## src/synth_cfg.svh

```systemverilog
`ifndef SYNTH_CFG_SVH
`define SYNTH_CFG_SVH
// ==================================================
// clock
`define MCLK_HZ 20000000
`define MCLK_NS (1000000000 / `MCLK_HZ)
// ==================================================
// register addresses
`define ADDR_REF_SEL 8'h13
`define ADDR_LL_STATUS 8'h22
`define ADDR_DLY_SEL 8'h32
`define ADDR_DIV_VAL 8'h41
// ==================================================
// field positions and reset values
`define LL_FLAG_BIT 0
`define DLY_CODE_W 2
`define REF_SEL_RST 4'hF
`define DLY_SEL_RST 2'h0
`define DIV_VAL_RST 16'h0000
// ==================================================
// reference step codes and rates
`define REF_CODE_6K25 4'h2
`define REF_CODE_12K5 4'h3
`define REF_CODE_25K 4'h6
`define REF_CODE_OFF 4'hF
`define REF_HZ_6K25 6250
`define REF_HZ_12K5 12500
`define REF_HZ_25K 25000
`define REF_CYC_6K25 (`MCLK_HZ / `REF_HZ_6K25)
`define REF_CYC_12K5 (`MCLK_HZ / `REF_HZ_12K5)
`define REF_CYC_25K (`MCLK_HZ / `REF_HZ_25K)
// ==================================================
// lock-loss delay codes, least times in ns, rounded up
`define DLY_CODE_MID 2'h0
`define DLY_CODE_LONG 2'h1
`define DLY_CODE_SHORT 2'h2
`define DLY_CODE_OFF 2'h3
`define DLY_MID_NS 1250
`define DLY_LONG_NS 3500
`define DLY_SHORT_NS 250
`define DLY_MID_CYC ((`DLY_MID_NS + `MCLK_NS - 1) / `MCLK_NS)
`define DLY_LONG_CYC ((`DLY_LONG_NS + `MCLK_NS - 1) / `MCLK_NS)
`define DLY_SHORT_CYC ((`DLY_SHORT_NS + `MCLK_NS - 1) / `MCLK_NS)
`endif

```

## src/synth_pkg.sv

```systemverilog
package synth_pkg;
    // ==================================================
    // register access from the core
    typedef struct packed {
        logic [7:0] addr;
        logic [15:0] wdata;
        logic wr;
        logic rd;
    } reg_req_s;
    typedef enum logic [1:0] {
        PFD_IDLE,
        PFD_UP,
        PFD_DOWN
    } pfd_e;
endpackage

```

## src/synth_lock_loss_and_disable.sv

```systemverilog
`timescale 1ns/1ps
`include "synth_cfg.svh"
module synth_lock_loss_and_disable (
    input wire logic i_mclk,
    input wire logic i_rst,
    input wire logic i_tune_en,
    input wire logic i_vco_pre,
    input synth_pkg::reg_req_s i_reg,
    output logic [15:0] o_reg_rdata,
    output logic o_synth_en,
    output logic o_vco_pulldown,
    output logic o_ref_tick,
    output logic o_div_tick,
    output logic o_up_req_n,
    output logic o_down_req_n,
    output logic o_err_out,
    output logic o_err_oe_n,
    output logic o_lock_loss_flag
);
    import synth_pkg::*;

    // ==================================================
    // registers and decode
    logic [3:0] ref_sel_r;
    logic [1:0] dly_r;
    logic [15:0] div_val_r;
    wire wr_ref = i_reg.wr && (i_reg.addr == `ADDR_REF_SEL);
    wire wr_dly = i_reg.wr && (i_reg.addr == `ADDR_DLY_SEL);
    wire wr_div = i_reg.wr && (i_reg.addr == `ADDR_DIV_VAL);
    wire ll_clear = i_reg.rd && (i_reg.addr == `ADDR_LL_STATUS);
    wire synth_off = !i_tune_en || (ref_sel_r == `REF_CODE_OFF);
    wire dly_off = (dly_r == `DLY_CODE_OFF);

    // only power-on reset touches these; tuning enable never does
    always_ff @(posedge i_mclk) begin
        if (i_rst) begin
            ref_sel_r <= `REF_SEL_RST;
            dly_r <= `DLY_SEL_RST;
            div_val_r <= `DIV_VAL_RST;
        end else begin
            if (wr_ref) begin
                ref_sel_r <= i_reg.wdata[3:0];
            end
            if (wr_dly) begin
                dly_r <= i_reg.wdata[`DLY_CODE_W-1:0];
            end
            if (wr_div) begin
                div_val_r <= i_reg.wdata;
            end
        end
    end

    // ==================================================
    // reference generator
    logic [11:0] ref_cnt_r;
    logic ref_tick_r;
    // codes marked not-to-be-set simply leave the reference stopped
    wire [11:0] ref_len = (ref_sel_r == `REF_CODE_6K25) ? 12'(`REF_CYC_6K25) :
                          (ref_sel_r == `REF_CODE_12K5) ? 12'(`REF_CYC_12K5) :
                          (ref_sel_r == `REF_CODE_25K) ? 12'(`REF_CYC_25K) : 12'h000;
    wire ref_run = !synth_off && (ref_len != 12'h000);
    wire ref_end = ref_run && (ref_cnt_r == ref_len - 12'h001);

    always_ff @(posedge i_mclk) begin
        if (i_rst || !ref_run || ref_end) begin
            ref_cnt_r <= 12'h000;
        end else begin
            ref_cnt_r <= ref_cnt_r + 12'h001;
        end
    end

    always_ff @(posedge i_mclk) begin
        ref_tick_r <= !i_rst && ref_end;
    end

    // ==================================================
    // programmable divider
    logic vco_q_r;
    logic [15:0] div_cnt_r;
    logic div_tick_r;
    wire vco_rise = i_vco_pre && !vco_q_r;
    // N of zero behaves as one rather than wrapping
    wire div_last = ({1'b0, div_cnt_r} + 17'h1) >= {1'b0, div_val_r};

    always_ff @(posedge i_mclk) begin
        if (i_rst || synth_off) begin
            div_cnt_r <= 16'h0000;
        end else if (vco_rise) begin
            div_cnt_r <= div_last ? 16'h0000 : div_cnt_r + 16'h0001;
        end
    end

    always_ff @(posedge i_mclk) begin
        vco_q_r <= !i_rst && i_vco_pre;
        div_tick_r <= !i_rst && !synth_off && vco_rise && div_last;
    end

    // ==================================================
    // phase comparator and charge pump
    pfd_e pfd_r;
    pfd_e pfd_nxt;

    always_comb begin
        pfd_nxt = pfd_r;
        unique case (pfd_r)
            PFD_IDLE: begin
                if (ref_tick_r && !div_tick_r) begin
                    pfd_nxt = PFD_UP;
                end else if (div_tick_r && !ref_tick_r) begin
                    pfd_nxt = PFD_DOWN;
                end
            end
            PFD_UP: begin
                if (div_tick_r) begin
                    pfd_nxt = PFD_IDLE;
                end
            end
            PFD_DOWN: begin
                if (ref_tick_r) begin
                    pfd_nxt = PFD_IDLE;
                end
            end
        endcase
        if (synth_off) begin
            pfd_nxt = PFD_IDLE;
        end
    end

    always_ff @(posedge i_mclk) begin
        if (i_rst) begin
            pfd_r <= PFD_IDLE;
        end else begin
            pfd_r <= pfd_nxt;
        end
    end

    // ==================================================
    // lock-loss filter and sticky flag
    logic [6:0] req_cnt_r;
    logic pend_r;
    logic flag_r;
    wire req_on = (pfd_r != PFD_IDLE);
    wire [6:0] dly_thresh = (dly_r == `DLY_CODE_MID) ? 7'(`DLY_MID_CYC) :
                            (dly_r == `DLY_CODE_LONG) ? 7'(`DLY_LONG_CYC) : 7'(`DLY_SHORT_CYC);
    wire long_req = req_on && (req_cnt_r >= dly_thresh - 7'h01);
    wire flag_set = ref_tick_r && pend_r;

    always_ff @(posedge i_mclk) begin
        if (i_rst || !req_on) begin
            req_cnt_r <= 7'h00;
        end else if (req_cnt_r != 7'h7F) begin
            req_cnt_r <= req_cnt_r + 7'h01;
        end
    end

    // a long request seen in the tick cycle survives into the next period
    always_ff @(posedge i_mclk) begin
        if (i_rst) begin
            pend_r <= 1'b0;
            flag_r <= 1'b0;
        end else begin
            pend_r <= long_req || (pend_r && !ref_tick_r);
            flag_r <= flag_set || dly_off || (flag_r && !ll_clear);
        end
    end

    // ==================================================
    // read data and pins
    wire [15:0] rd_mux = (i_reg.addr == `ADDR_REF_SEL) ? {12'h000, ref_sel_r} :
                         (i_reg.addr == `ADDR_DLY_SEL) ? {14'h0, dly_r} :
                         (i_reg.addr == `ADDR_DIV_VAL) ? div_val_r :
                         (i_reg.addr == `ADDR_LL_STATUS) ? {15'h0, flag_r} : 16'h0000;

    always_ff @(posedge i_mclk) begin
        if (i_rst) begin
            o_reg_rdata <= 16'h0000;
            o_synth_en <= 1'b0;
            o_vco_pulldown <= 1'b1;
            o_up_req_n <= 1'b1;
            o_down_req_n <= 1'b1;
            o_err_out <= 1'b0;
            o_err_oe_n <= 1'b1;
        end else begin
            o_reg_rdata <= i_reg.rd ? rd_mux : 16'h0000;
            o_synth_en <= !synth_off;
            o_vco_pulldown <= synth_off;
            o_up_req_n <= (pfd_nxt != PFD_UP);
            o_down_req_n <= (pfd_nxt != PFD_DOWN);
            o_err_out <= (pfd_nxt == PFD_DOWN);
            o_err_oe_n <= (pfd_nxt == PFD_IDLE);
        end
    end

    assign o_ref_tick = ref_tick_r;
    assign o_div_tick = div_tick_r;
    assign o_lock_loss_flag = flag_r;
endmodule

```

## config.mk

```make
export PLATFORM = sky130hd
export DESIGN_NAME = synth_lock_loss_and_disable
export DESIGN_NICKNAME = d
export VERILOG_FILES = /design/src/synth_pkg.sv /design/src/synth_lock_loss_and_disable.sv
export VERILOG_INCLUDE_DIRS = /design/src
export SDC_FILE = /design/constraint.sdc
export NUM_CORES = 1
export LEC_CHECK = 0
export ABC_AREA = 0
export ABC_CLOCK_PERIOD_IN_PS = 4600
export BUFFER_PORTS_ARGS = -buffer_cell sky130_fd_sc_hd__buf_4
export CAP_MARGIN = 20
export CORE_UTILIZATION = 58
export CTS_CLUSTER_DIAMETER = 120
export CTS_CLUSTER_SIZE = 16
export DETAILED_ROUTE_END_ITERATION = 8
export PLACE_DENSITY = 0.9
export SETUP_SLACK_MARGIN = 0.1
export SYNTH_ARGS = -nofsm -noshare
export SYNTH_HDL_FRONTEND = slang
export SYNTH_SLANG_ARGS = --single-unit
```

## constraint.sdc

```tcl
create_clock -name i_mclk -period 4.6 [get_ports i_mclk]
set_clock_uncertainty 0.2 [all_clocks]
set_input_delay 0 -clock i_mclk [delete_from_list [all_inputs] [get_ports i_mclk]]
set_output_delay 0 -clock i_mclk [all_outputs]
set_load 0.02 [all_outputs]
```

==> results of run 1 <==
registers in the layout (all words and copies together), names as in the netlist, 2 cells and up:
name         cells
dly_r            2
ref_sel_r        4
ref_cnt_r       12
div_val_r       16
pfd_r            2
o_reg_rdata     16
div_cnt_r       16
req_cnt_r        7
final timing paths:
path,from,end,slack (ps),cells past startpoint
min,i_reg[20],ref_sel_r[1]$_SDFFE_PP1P_,50,6
min reg2reg,ref_cnt_r[0]$_SDFF_PP0_,ref_cnt_r[0]$_SDFF_PP0_,280,1
max reg2reg,div_cnt_r[0]$_SDFFE_PP0P_,div_cnt_r[6]$_SDFFE_PP0P_,850,13
max,div_cnt_r[0]$_SDFFE_PP0P_,div_cnt_r[6]$_SDFFE_PP0P_,850,13
cell families after synthesis:
family / Yosys count
AO/OA/AOI/OAI: 81
AND/OR/NAND/NOR: 229
adder cells (fa/ha/maj): 31
other: 1
flip-flops: 86
XOR/XNOR: 30
multiplexers: 4
buffers and inverters: 48
cells in the mapped netlist, drive strengths merged (3+ instances only):
library cell | n | area share (%)
ha | 30 | 8.7
a22oi | 6 | 1.0
nand2b | 5 | 0.73
o21ai | 13 | 1.5
a31oi | 5 | 0.73
and3 | 4 | 0.58
xnor2 | 13 | 2.6
a21oi | 41 | 4.9
nand4 | 6 | 1.0
inv | 26 | 2.3
xor2 | 17 | 3.6
nand3 | 49 | 6.1
nor2 | 45 | 3.9
nor4 | 5 | 0.87
clkbuf | 12 | 1.0
or2 | 3 | 0.44
buf | 9 | 1.6
nor3 | 9 | 1.3
nor2b | 6 | 0.87
and2 | 14 | 2.1
nand3b | 7 | 1.2
mux2i | 4 | 0.93
nand2 | 64 | 5.6
dfxtp | 86 | 40
stage by stage:
stage,setup WS [ps],util (%),cells
after floorplan,1360,-,510
after global placement,1270,65.5,643
after detailed placement,1060,65.5,643
after CTS,1020,75.0,708
after global routing,680,75.0,708
final,846,75.0,708
placed cells by master (no fill, tap or decap), types with 2 or more instances in the layout:
master	Yosys	layout
and4_1	2	2
xor2_1	16	16
nand4_1	5	5
clkbuf_8	0	9
nor3_1	8	8
nand3b_1	7	7
a22oi_1	6	6
buf_4	2	56
or4b_2	2	2
nand2_1	64	64
nor2_1	45	45
nand4b_1	2	2
nor4_1	4	4
a31oi_1	5	5
nand3_1	47	47
and3_1	4	4
ha_1	30	30
mux2i_1	4	4
and2_1	13	13
dfxtp_1	86	86
nand2b_1	5	5
clkinvlp_4	0	2
inv_1	26	26
or2_2	3	3
clkinv_2	0	2
a21oi_1	40	40
xnor2_1	13	13
nor2b_1	6	6
dlygate4sd3_1	1	49
a21boi_0	2	2
o21ai_0	13	13
a21bo_2	2	2
o21a_1	2	2
critical path, delay by kind of cell (launching register included):
family | cells | cell delay [ps]
simple gates | 6 | 1220
xor+xnor | 1 | 230
buf+inv | 1 | 280
fa+ha+maj | 2 | 600
flops | 1 | 460
compound gates | 3 | 680
power breakdown:
part,internal [mW],switching [mW]
sequential,0.744,0.000546
clock,0.251,0.283
combinational,0.0363,0.0324
metal layers:
layer	global-route usage (%)	wire (um)	vias to the layer above
li1	-	-	1930
met1	32.3	4300	1964
met2	60.5	6190	224
met3	8.95	771	86
met4	25.8	745	0
met5	0	0	-
final cells by class:
type	instances	area share [%]
multi-input cells	376	43.6
flip-flops and latches	86	31.8
repair buffers	105	16.8
clock buffers	9	2.29
well taps	99	2.29
inverters	26	1.80
clock inverters	7	1.34
==> results.toml, run 1 <==
[run_status]
status = "finished, final reports clean"

[global_routing]
gr-total-overflow = 0
grt_pass1_vias = 4278
antenna_found_initial = 0
grt_max_degree = 34
grt_pass1_wl_um = 19600
track_usage_pct = 33.5

[drt]
vias = 4204
initialDrtViolationCount = 331
via_per_inst = 5.94
drt_first_pass_iters = 7
drc = 0
wirelength_um = 12000
wire_per_inst_um = 17.0
ant_nets = 0

[synth]
synth_xor_area_share_pct = 6.28
yosysWarnings = 0
synth_edf_count = 0
netlist_area_mm2 = 0.00430
synth_compound_area_share_pct = 11.4
yosys-mux-area-fraction_pct = 0.930
synthArstFlopShare_pct = 0
synth_top_family_by_area = "simple AND/OR/NAND/NOR gates"
synth_cell_types = 59
synth-main-ff-cell = "dfxtp_1"
ys_seq_area_share_pct = 40.0
synthAdderAreaFrac_pct = 8.95
synth.net_count = 570
avgSynthCellArea_um2 = 8.44
synthSimpleGateAreaFrac_pct = 27.2
ys_ff_latch = 86
synthCells = 510

[layout]
fill_cells = 481
diodes = 0
multiInputGateArea_mm2 = 0.00236
seq_area_mm2 = 0.00172
area_growth_pct = 25.7
num-nets-final = 664
drive_gt1_share_pct = 14.6
fin_area_mm2 = 0.00541

[die]
rows = 31
io_pins = 55
die_y_um = 88.1
die_x_um = 88.1
core-area_mm2 = 0.00721
dieArea_mm2 = 0.00777
initial_core_util_pct = 59.7

[flow_run]
drv_cap = 0

[cts]
clk_pin_slew_worst_paths_ps = 90
clk_path_buf_depth = 2
post-cts-setup-buffer-count = 0
numCtsBuffers = 9
clkSinkCount = 86
clock_latency_ps = 370
cts_resized = 0
root_buffer = "clkbuf_8"
cts_tree = "done"
cts_max_level = 3
hold_buffers = 49

[worst_setup_path]
path_cells = "ha_1, nand2_1, nor4_1, nand4_1, xnor2_1, ha_1, nand3_1, nor3_1, a32o_1, a211oi_2, buf_4, nand3_1, a21oi_1"
critPathCaptureType = "flop"
arrival_ps = 3840
critPathKind = "reg2reg"
critPathMaxFanout = 20
max_stage_delay_ps = 550
slowest_stage = "nor4_1"
critPathLaunchType = "flop"
cp_data_required_time_ps = 4690

[timing]
hold_slack_ps = 46.5
setup-tns-final_ps = 0
worst_pin_slew_ps = 1110
setup_viol = 0
fin_crit_ps = 3750
hold_violations = 0
rsz0062_at_grt = "no"
max_freq_ghz = 0.266
fin_crit_sh_pct = 81.6
slew_violations = 0
slew_headroom_pct = 25.6

[power]
finalPower_mw = 1.35
p_leak_nw = 2.10
p_per_area_mw_per_mm2 = 249
ir_worst_vdd_mv = 0.185

[min_path]
hp-class = "in2reg"

[place]
placed_cell_area_mm2 = 0.00472
io_buffer_count = 54
dp_hpwl_um = 6890
routabilityCongestion = 0.919
(Power assumes the default switching activity.)
==> inputs of run 2 (changes only) <==
--- a/config.mk
+++ b/config.mk
@@ -6,15 +6,15 @@
 export SDC_FILE = /design/constraint.sdc
 export NUM_CORES = 1
 export LEC_CHECK = 0
-export ABC_AREA = 0
-export ABC_CLOCK_PERIOD_IN_PS = 4600
+export ABC_AREA = 1
+export ABC_CLOCK_PERIOD_IN_PS = 3350
 export BUFFER_PORTS_ARGS = -buffer_cell sky130_fd_sc_hd__buf_4
 export CAP_MARGIN = 20
-export CORE_UTILIZATION = 58
+export CORE_UTILIZATION = 52
 export CTS_CLUSTER_DIAMETER = 120
 export CTS_CLUSTER_SIZE = 16
 export DETAILED_ROUTE_END_ITERATION = 8
-export PLACE_DENSITY = 0.9
+export PLACE_DENSITY = 0.85
 export SETUP_SLACK_MARGIN = 0.1
 export SYNTH_ARGS = -nofsm -noshare
 export SYNTH_HDL_FRONTEND = slang
==> constraint.sdc (replaced) <==
create_clock -name i_mclk -period 3.35 [get_ports i_mclk]
set_clock_uncertainty 0.2 [all_clocks]
set_input_delay 0 -clock i_mclk [delete_from_list [all_inputs] [get_ports i_mclk]]
set_output_delay 0 -clock i_mclk [all_outputs]
set_load 0.02 [all_outputs]
==> results.toml, run 2 <==
[run_status]
status = "finished, final reports clean"

[synth]
yosys-top-cells-area = "dfxtp_1 (39%), ha_1 (8.4%), inv_1 (7.9%)"
yosysWarnings = 0
yosysMostFrequentCell = "inv_1"
synth_edf_count = 0
synthArstFlopShare_pct = 0
yosysTopAreaCell = "dfxtp_1"
synth.top_cell.area_share_pct = 38.7
netlist_area_mm2 = 0.00445
synth_cell_types = 38
synth-main-ff-cell = "dfxtp_1"
synth.net_count = 671
ys_seq_area_share_pct = 38.7
synthCells = 611
ys_ff_latch = 86
synthTopCellsByCount = "inv_1 (94), nand2_1 (87), dfxtp_1 (86)"
avgSynthCellArea_um2 = 7.29

[drt]
wire_per_inst_um = 13.9
drc = 0
via_per_inst = 5.49
vias = 4478
drt_first_pass_iters = 5
ant_nets = 0
wirelength_um = 11300
initialDrtViolationCount = 325

[layout]
fill_cells = 646
drive_gt1_share_pct = 13.6
top_regs = "div_cnt_r: 16 flops, div_val_r: 16 flops, o_reg_rdata: 16 flops"
multiInputGateArea_mm2 = 0.00229
area_growth_pct = 25.0
finalNonFillerCells = 816
layout_common_cells = "inv_1 (94), nand2_1 (87), dfxtp_1 (86), nor2_1 (82)"
num-nets-final = 766
diodes = 0
layout_commonest_cell = "inv_1"
seq_area_mm2 = 0.00172

[timing]
max_freq_ghz = 0.320
rsz0062_at_grt = "yes"
setup-tns-final_ps = 0
setup_viol = 0
worst_pin_slew_ps = 935
slew_headroom_pct = 37.6
hold_violations = 0
fin_crit_ps = 3130
fin_crit_sh_pct = 93.4
slew_violations = 0

[worst_setup_path]
critPathCaptureType = "flop"
arrival_ps = 3160
critPathMaxFanout = 17
cp_data_required_time_ps = 3380
critPathLaunchType = "flop"
critPathKind = "reg2reg"

[cts]
clock_latency_ps = 370
clk_path_buf_depth = 2
cts_max_level = 3
clk_pin_slew_worst_paths_ps = 90
clkSinkCount = 86
cts_resized = 0
numCtsBuffers = 9
root_buffer = "clkbuf_8"
cts_tree = "done"

[die]
core-area_mm2 = 0.00826
rows = 33
dieArea_mm2 = 0.00894
die_y_um = 94.5
initial_core_util_pct = 53.9
die_x_um = 94.5
io_pins = 55

[global_routing]
grt_pass1_vias = 4205
grt_max_degree = 33
grt_pass1_wl_um = 18400
antenna_found_initial = 0
track_usage_pct = 26.1
gr-total-overflow = 0

[place]
routabilityCongestion = 0.935
io_buffer_count = 54
dp_hpwl_um = 7350
dp.cells = 758

[flow_run]
drv_cap = 0

[power]
p_leak_nw = 2.49
p_per_area_mw_per_mm2 = 337
ir_worst_vdd_mv = 0.217

[min_path]
hp-class = "in2reg"
run 2: layout make-up:
type,count,area share [%]
flip-flops and latches,86,30.9
clock inverters,6,1.24
inverters,102,6.90
multi-input cells,410,41.2
clock buffers,10,2.47
well taps,105,2.36
repair buffers,97,14.9
run 2: metal layers:
| metal | vias to the layer above | wire length, um | track usage, % | share of wire (%) |
|---|---|---|---|---|
| li1 | 2174 | - | - | - |
| met2 | 180 | 5520 | 46.3 | 49 |
| met4 | 0 | 373 | 12.2 | 3.3 |
| met1 | 2083 | 4720 | 30.3 | 42 |
| met5 | - | 0 | 0 | 0 |
| met3 | 41 | 720 | 4.91 | 6.4 |
run 2: metrics by stage:
stage	total power, mW	utilization (%)	setup slack, ps	hold WS, ps	instance area, um^2
detailed placement	1.11	59.8	380	38.1	4940
floorplan	1.08	-	553	-115	4450
global route	1.93	67.4	106	178	5570
finish	1.87	67.4	220	53.0	5570
global placement	1.11	59.8	516	33.0	4940
CTS	1.88	67.3	365	46.7	5550
run 2: critical path, stage by stage (launching register included):
cell	delay (ps)
dfxtp_1	370
ha_1	240
nand2_1	100
clkinv_2	120
nand2_4	110
nor2_8	50
or2_2	270
nand2_1	90
inv_1	50
ha_1	330
nand2_1	110
nor4_1	380
nand4_2	140
buf_4	220
nand4_1	120
a21oi_1	80
run 2: final timing paths:
check                                  from  slack [ps]  cells after the start                         to
hold / removal                    i_reg[22]          50                      7  o_reg_rdata[1]$_SDFF_PP0_
setup / recovery  div_cnt_r[0]$_SDFFE_PP0P_         220                     15  div_cnt_r[0]$_SDFFE_PP0P_
hold reg to reg     ref_cnt_r[0]$_SDFF_PP0_         260                      1    ref_cnt_r[0]$_SDFF_PP0_
setup reg to reg  div_cnt_r[0]$_SDFFE_PP0P_         220                     15  div_cnt_r[0]$_SDFFE_PP0P_
run 2: timing repair:
item                                    4_1_cts  5_1_grt
endpoints found under the hold margin        43        0
endpoints found under the setup margin        0        2
setup buffers                                 0        0
hold buffers                                 41        0
run 2: logic make-up after synthesis:
group                      Yosys count  share of synthesized area [%]
AOI/OAI and AO/OA                  106                           12.7
xor gates and xnor gates            20                           3.93
adders and majority gates           30                           8.43
buffers and inverters              116                           10.1
DFF                                 86                           38.7
other                                1                         0.0842
and+or+nand+nor                    252                           26.1
run 2: where the power goes:
part	leakage [nW]	internal, mW	switching [mW]
Clock	0.103	0.369	0.385
Combinational	1.70	0.0527	0.0436
Sequential	0.693	1.02	0.000461
Total	2.49	1.44	0.429
==> inputs of run 3 (changes only) <==
--- a/config.mk
+++ b/config.mk
@@ -6,7 +6,6 @@
 export SDC_FILE = /design/constraint.sdc
 export NUM_CORES = 1
 export LEC_CHECK = 0
-export ABC_AREA = 1
 export ABC_CLOCK_PERIOD_IN_PS = 3350
 export BUFFER_PORTS_ARGS = -buffer_cell sky130_fd_sc_hd__buf_4
 export CAP_MARGIN = 20
@@ -14,7 +13,7 @@
 export CTS_CLUSTER_DIAMETER = 120
 export CTS_CLUSTER_SIZE = 16
 export DETAILED_ROUTE_END_ITERATION = 8
-export PLACE_DENSITY = 0.85
+export PLACE_DENSITY = 0.86
 export SETUP_SLACK_MARGIN = 0.1
 export SYNTH_ARGS = -nofsm -noshare
 export SYNTH_HDL_FRONTEND = slang
==> results.toml, run 3 (synthesis results as in run 1) <==
[run_status]
status = "complete, but fails checks"
violations = "setup timing"

[drt]
ant_nets = 0
wirelength_um = 12900
initialDrtViolationCount = 295
vias = 4363
drt_first_pass_iters = 6
wire_per_inst_um = 17.8
drc = 0
via_per_inst = 6.00

[cts]
clock_latency_ps = 370
clk_pin_slew_worst_paths_ps = 90
numCtsBuffers = 9
root_buffer = "clkbuf_8"
clkSinkCount = 86
cts_max_level = 3
clk_path_buf_depth = 2
cts_tree = "done"

[power]
switching_share_pct = 22.8
finalPower_mw = 1.85
power.share.clock_pct = 39.7
intPower_mw = 1.43
pwr-share-comb_pct = 5.2
power.switching_mw = 0.421
ir_worst_vdd_mv = 0.171
seq_power_share_pct = 55.1
p_per_area_mw_per_mm2 = 324
p_leak_nw = 2.29

[layout]
layout_commonest_cell = "dfxtp_1"
num-nets-final = 681
layout_common_cells = "dfxtp_1 (77), buf_4 (70), nand2_1 (61), dlygate4sd3_1 (47)"
area_growth_pct = 32.8
drive_gt1_share_pct = 21.8
diodes = 0
top_regs = "div_cnt_r: 16 flops, div_val_r: 16 flops, o_reg_rdata: 16 flops"
fill_cells = 521

[timing]
setup-tns-final_ps = -29.1
slew_headroom_pct = 24.8
hold_violations = 0
worst_pin_slew_ps = 1120
setup_viol = 1
fin_crit_ps = 3380
worst_slack_ps = -29.1
fin_crit_sh_pct = 101
max_freq_ghz = 0.296
rsz0062_at_grt = "yes"
slew_violations = 0

[worst_setup_path]
critPathCaptureType = "flop"
critPathMaxFanout = 5
arrival_ps = 3460
critPathKind = "reg2reg"
critPathLaunchType = "flop"
cp_data_required_time_ps = 3430

[global_routing]
antenna_found_initial = 0
grt_max_degree = 34
gr-total-overflow = 0
track_usage_pct = 27.1
grt_pass1_vias = 4003
grt_pass1_wl_um = 18500

[flow_run]
drv_cap = 0

[die]
initial_core_util_pct = 54.8
dieArea_mm2 = 0.00865
rows = 32
die_x_um = 93.0
die_y_um = 93.0
io_pins = 55
core-area_mm2 = 0.00785

[place]
dp_hpwl_um = 6980
io_buffer_count = 54
routabilityCongestion = 0.962

[min_path]
hp-class = "in2reg"
run 3: repair_timing:
item                                    in CTS  in global routing
endpoints found under the hold margin       36                  0
endpoints found under the setup margin      17                 18
setup buffers                                0                 10
hold buffers                                47                  0
gates cloned                                 0                  1
gates resized for setup                      4                 42
pin swaps                                    1                 21
run 3: power groups by stage:
stage	combinational (mW)	clock [mW]	sequential [mW]
2_1_floorplan	0.0266	0	1.05
3_3_place_gp	0.0596	0	1.05
3_5_place_dp	0.0616	0	1.05
4_1_cts	0.0872	0.725	1.02
5_1_grt	0.101	0.796	1.02
6_report	0.0959	0.735	1.02
run 3: cell type report:
type                       instances  area, um^2  area share (%)
clock buffer                      11         141            2.47
clock inverter                     4        47.5           0.832
multi-input combinational        376        2500            43.7
tap                              102         128            2.23
sequential                        86        1740            30.4
inverter                          26        97.6            1.71
timing repair buffer             122        1060            18.6
run 3: worst max-delay path: stages (launching register included):
cell and delay (ps):
dfxtp_2 380, nand4_4 140, or4_4 560, nor3_4 200, xor2_2 190, ha_1 300
nand3_2 150, nor3_4 70, a32o_2 260, a211oi_4 290, buf_4 170, buf_6 120
nand2_4 50, a31oi_1 200
run 3: per-stage QoR:
step / instance area, um^2 / instances / utilization (%) / setup slack (ps) / hold slack [ps]
detailed placement: 4790 / 654 / 61.0 / -15.8 / 35.9
CTS: 5460 / 716 / 69.6 / 121 / 4.94
floorplan: 4300 / 510 / - / 114 / -71.8
global route: 5720 / 727 / 72.8 / -122 / 84.7
finish: 5720 / 727 / 72.8 / -29.1 / 34.2
global placement: 4790 / 654 / 61.0 / 129 / 36.5
run 3: path summary, 6_finish.rpt:
check	slack, ps	startpoint	cells after the start	end
hold / removal	30	i_reg[19]	5	ref_sel_r[0]$_SDFFE_PP1P_
hold reg to reg	260	div_cnt_r[10]$_SDFFE_PP0P_	2	div_cnt_r[10]$_SDFFE_PP0P_
setup reg to reg	-30	div_cnt_r[6]$_SDFFE_PP0P_	13	div_cnt_r[4]$_SDFFE_PP0P_
setup / recovery	-30	div_cnt_r[6]$_SDFFE_PP0P_	13	div_cnt_r[4]$_SDFFE_PP0P_
run 3: layer usage:
| metal | up-vias | share of wire, % | track usage [%] |
|---|---|---|---|
| li1 | 1969 | - | - |
| met1 | 2043 | 38 | 30.7 |
| met2 | 273 | 49 | 49.1 |
| met3 | 78 | 7.3 | 4.23 |
| met4 | 0 | 5.6 | 13.8 |
| met5 | - | 0 | 0 |
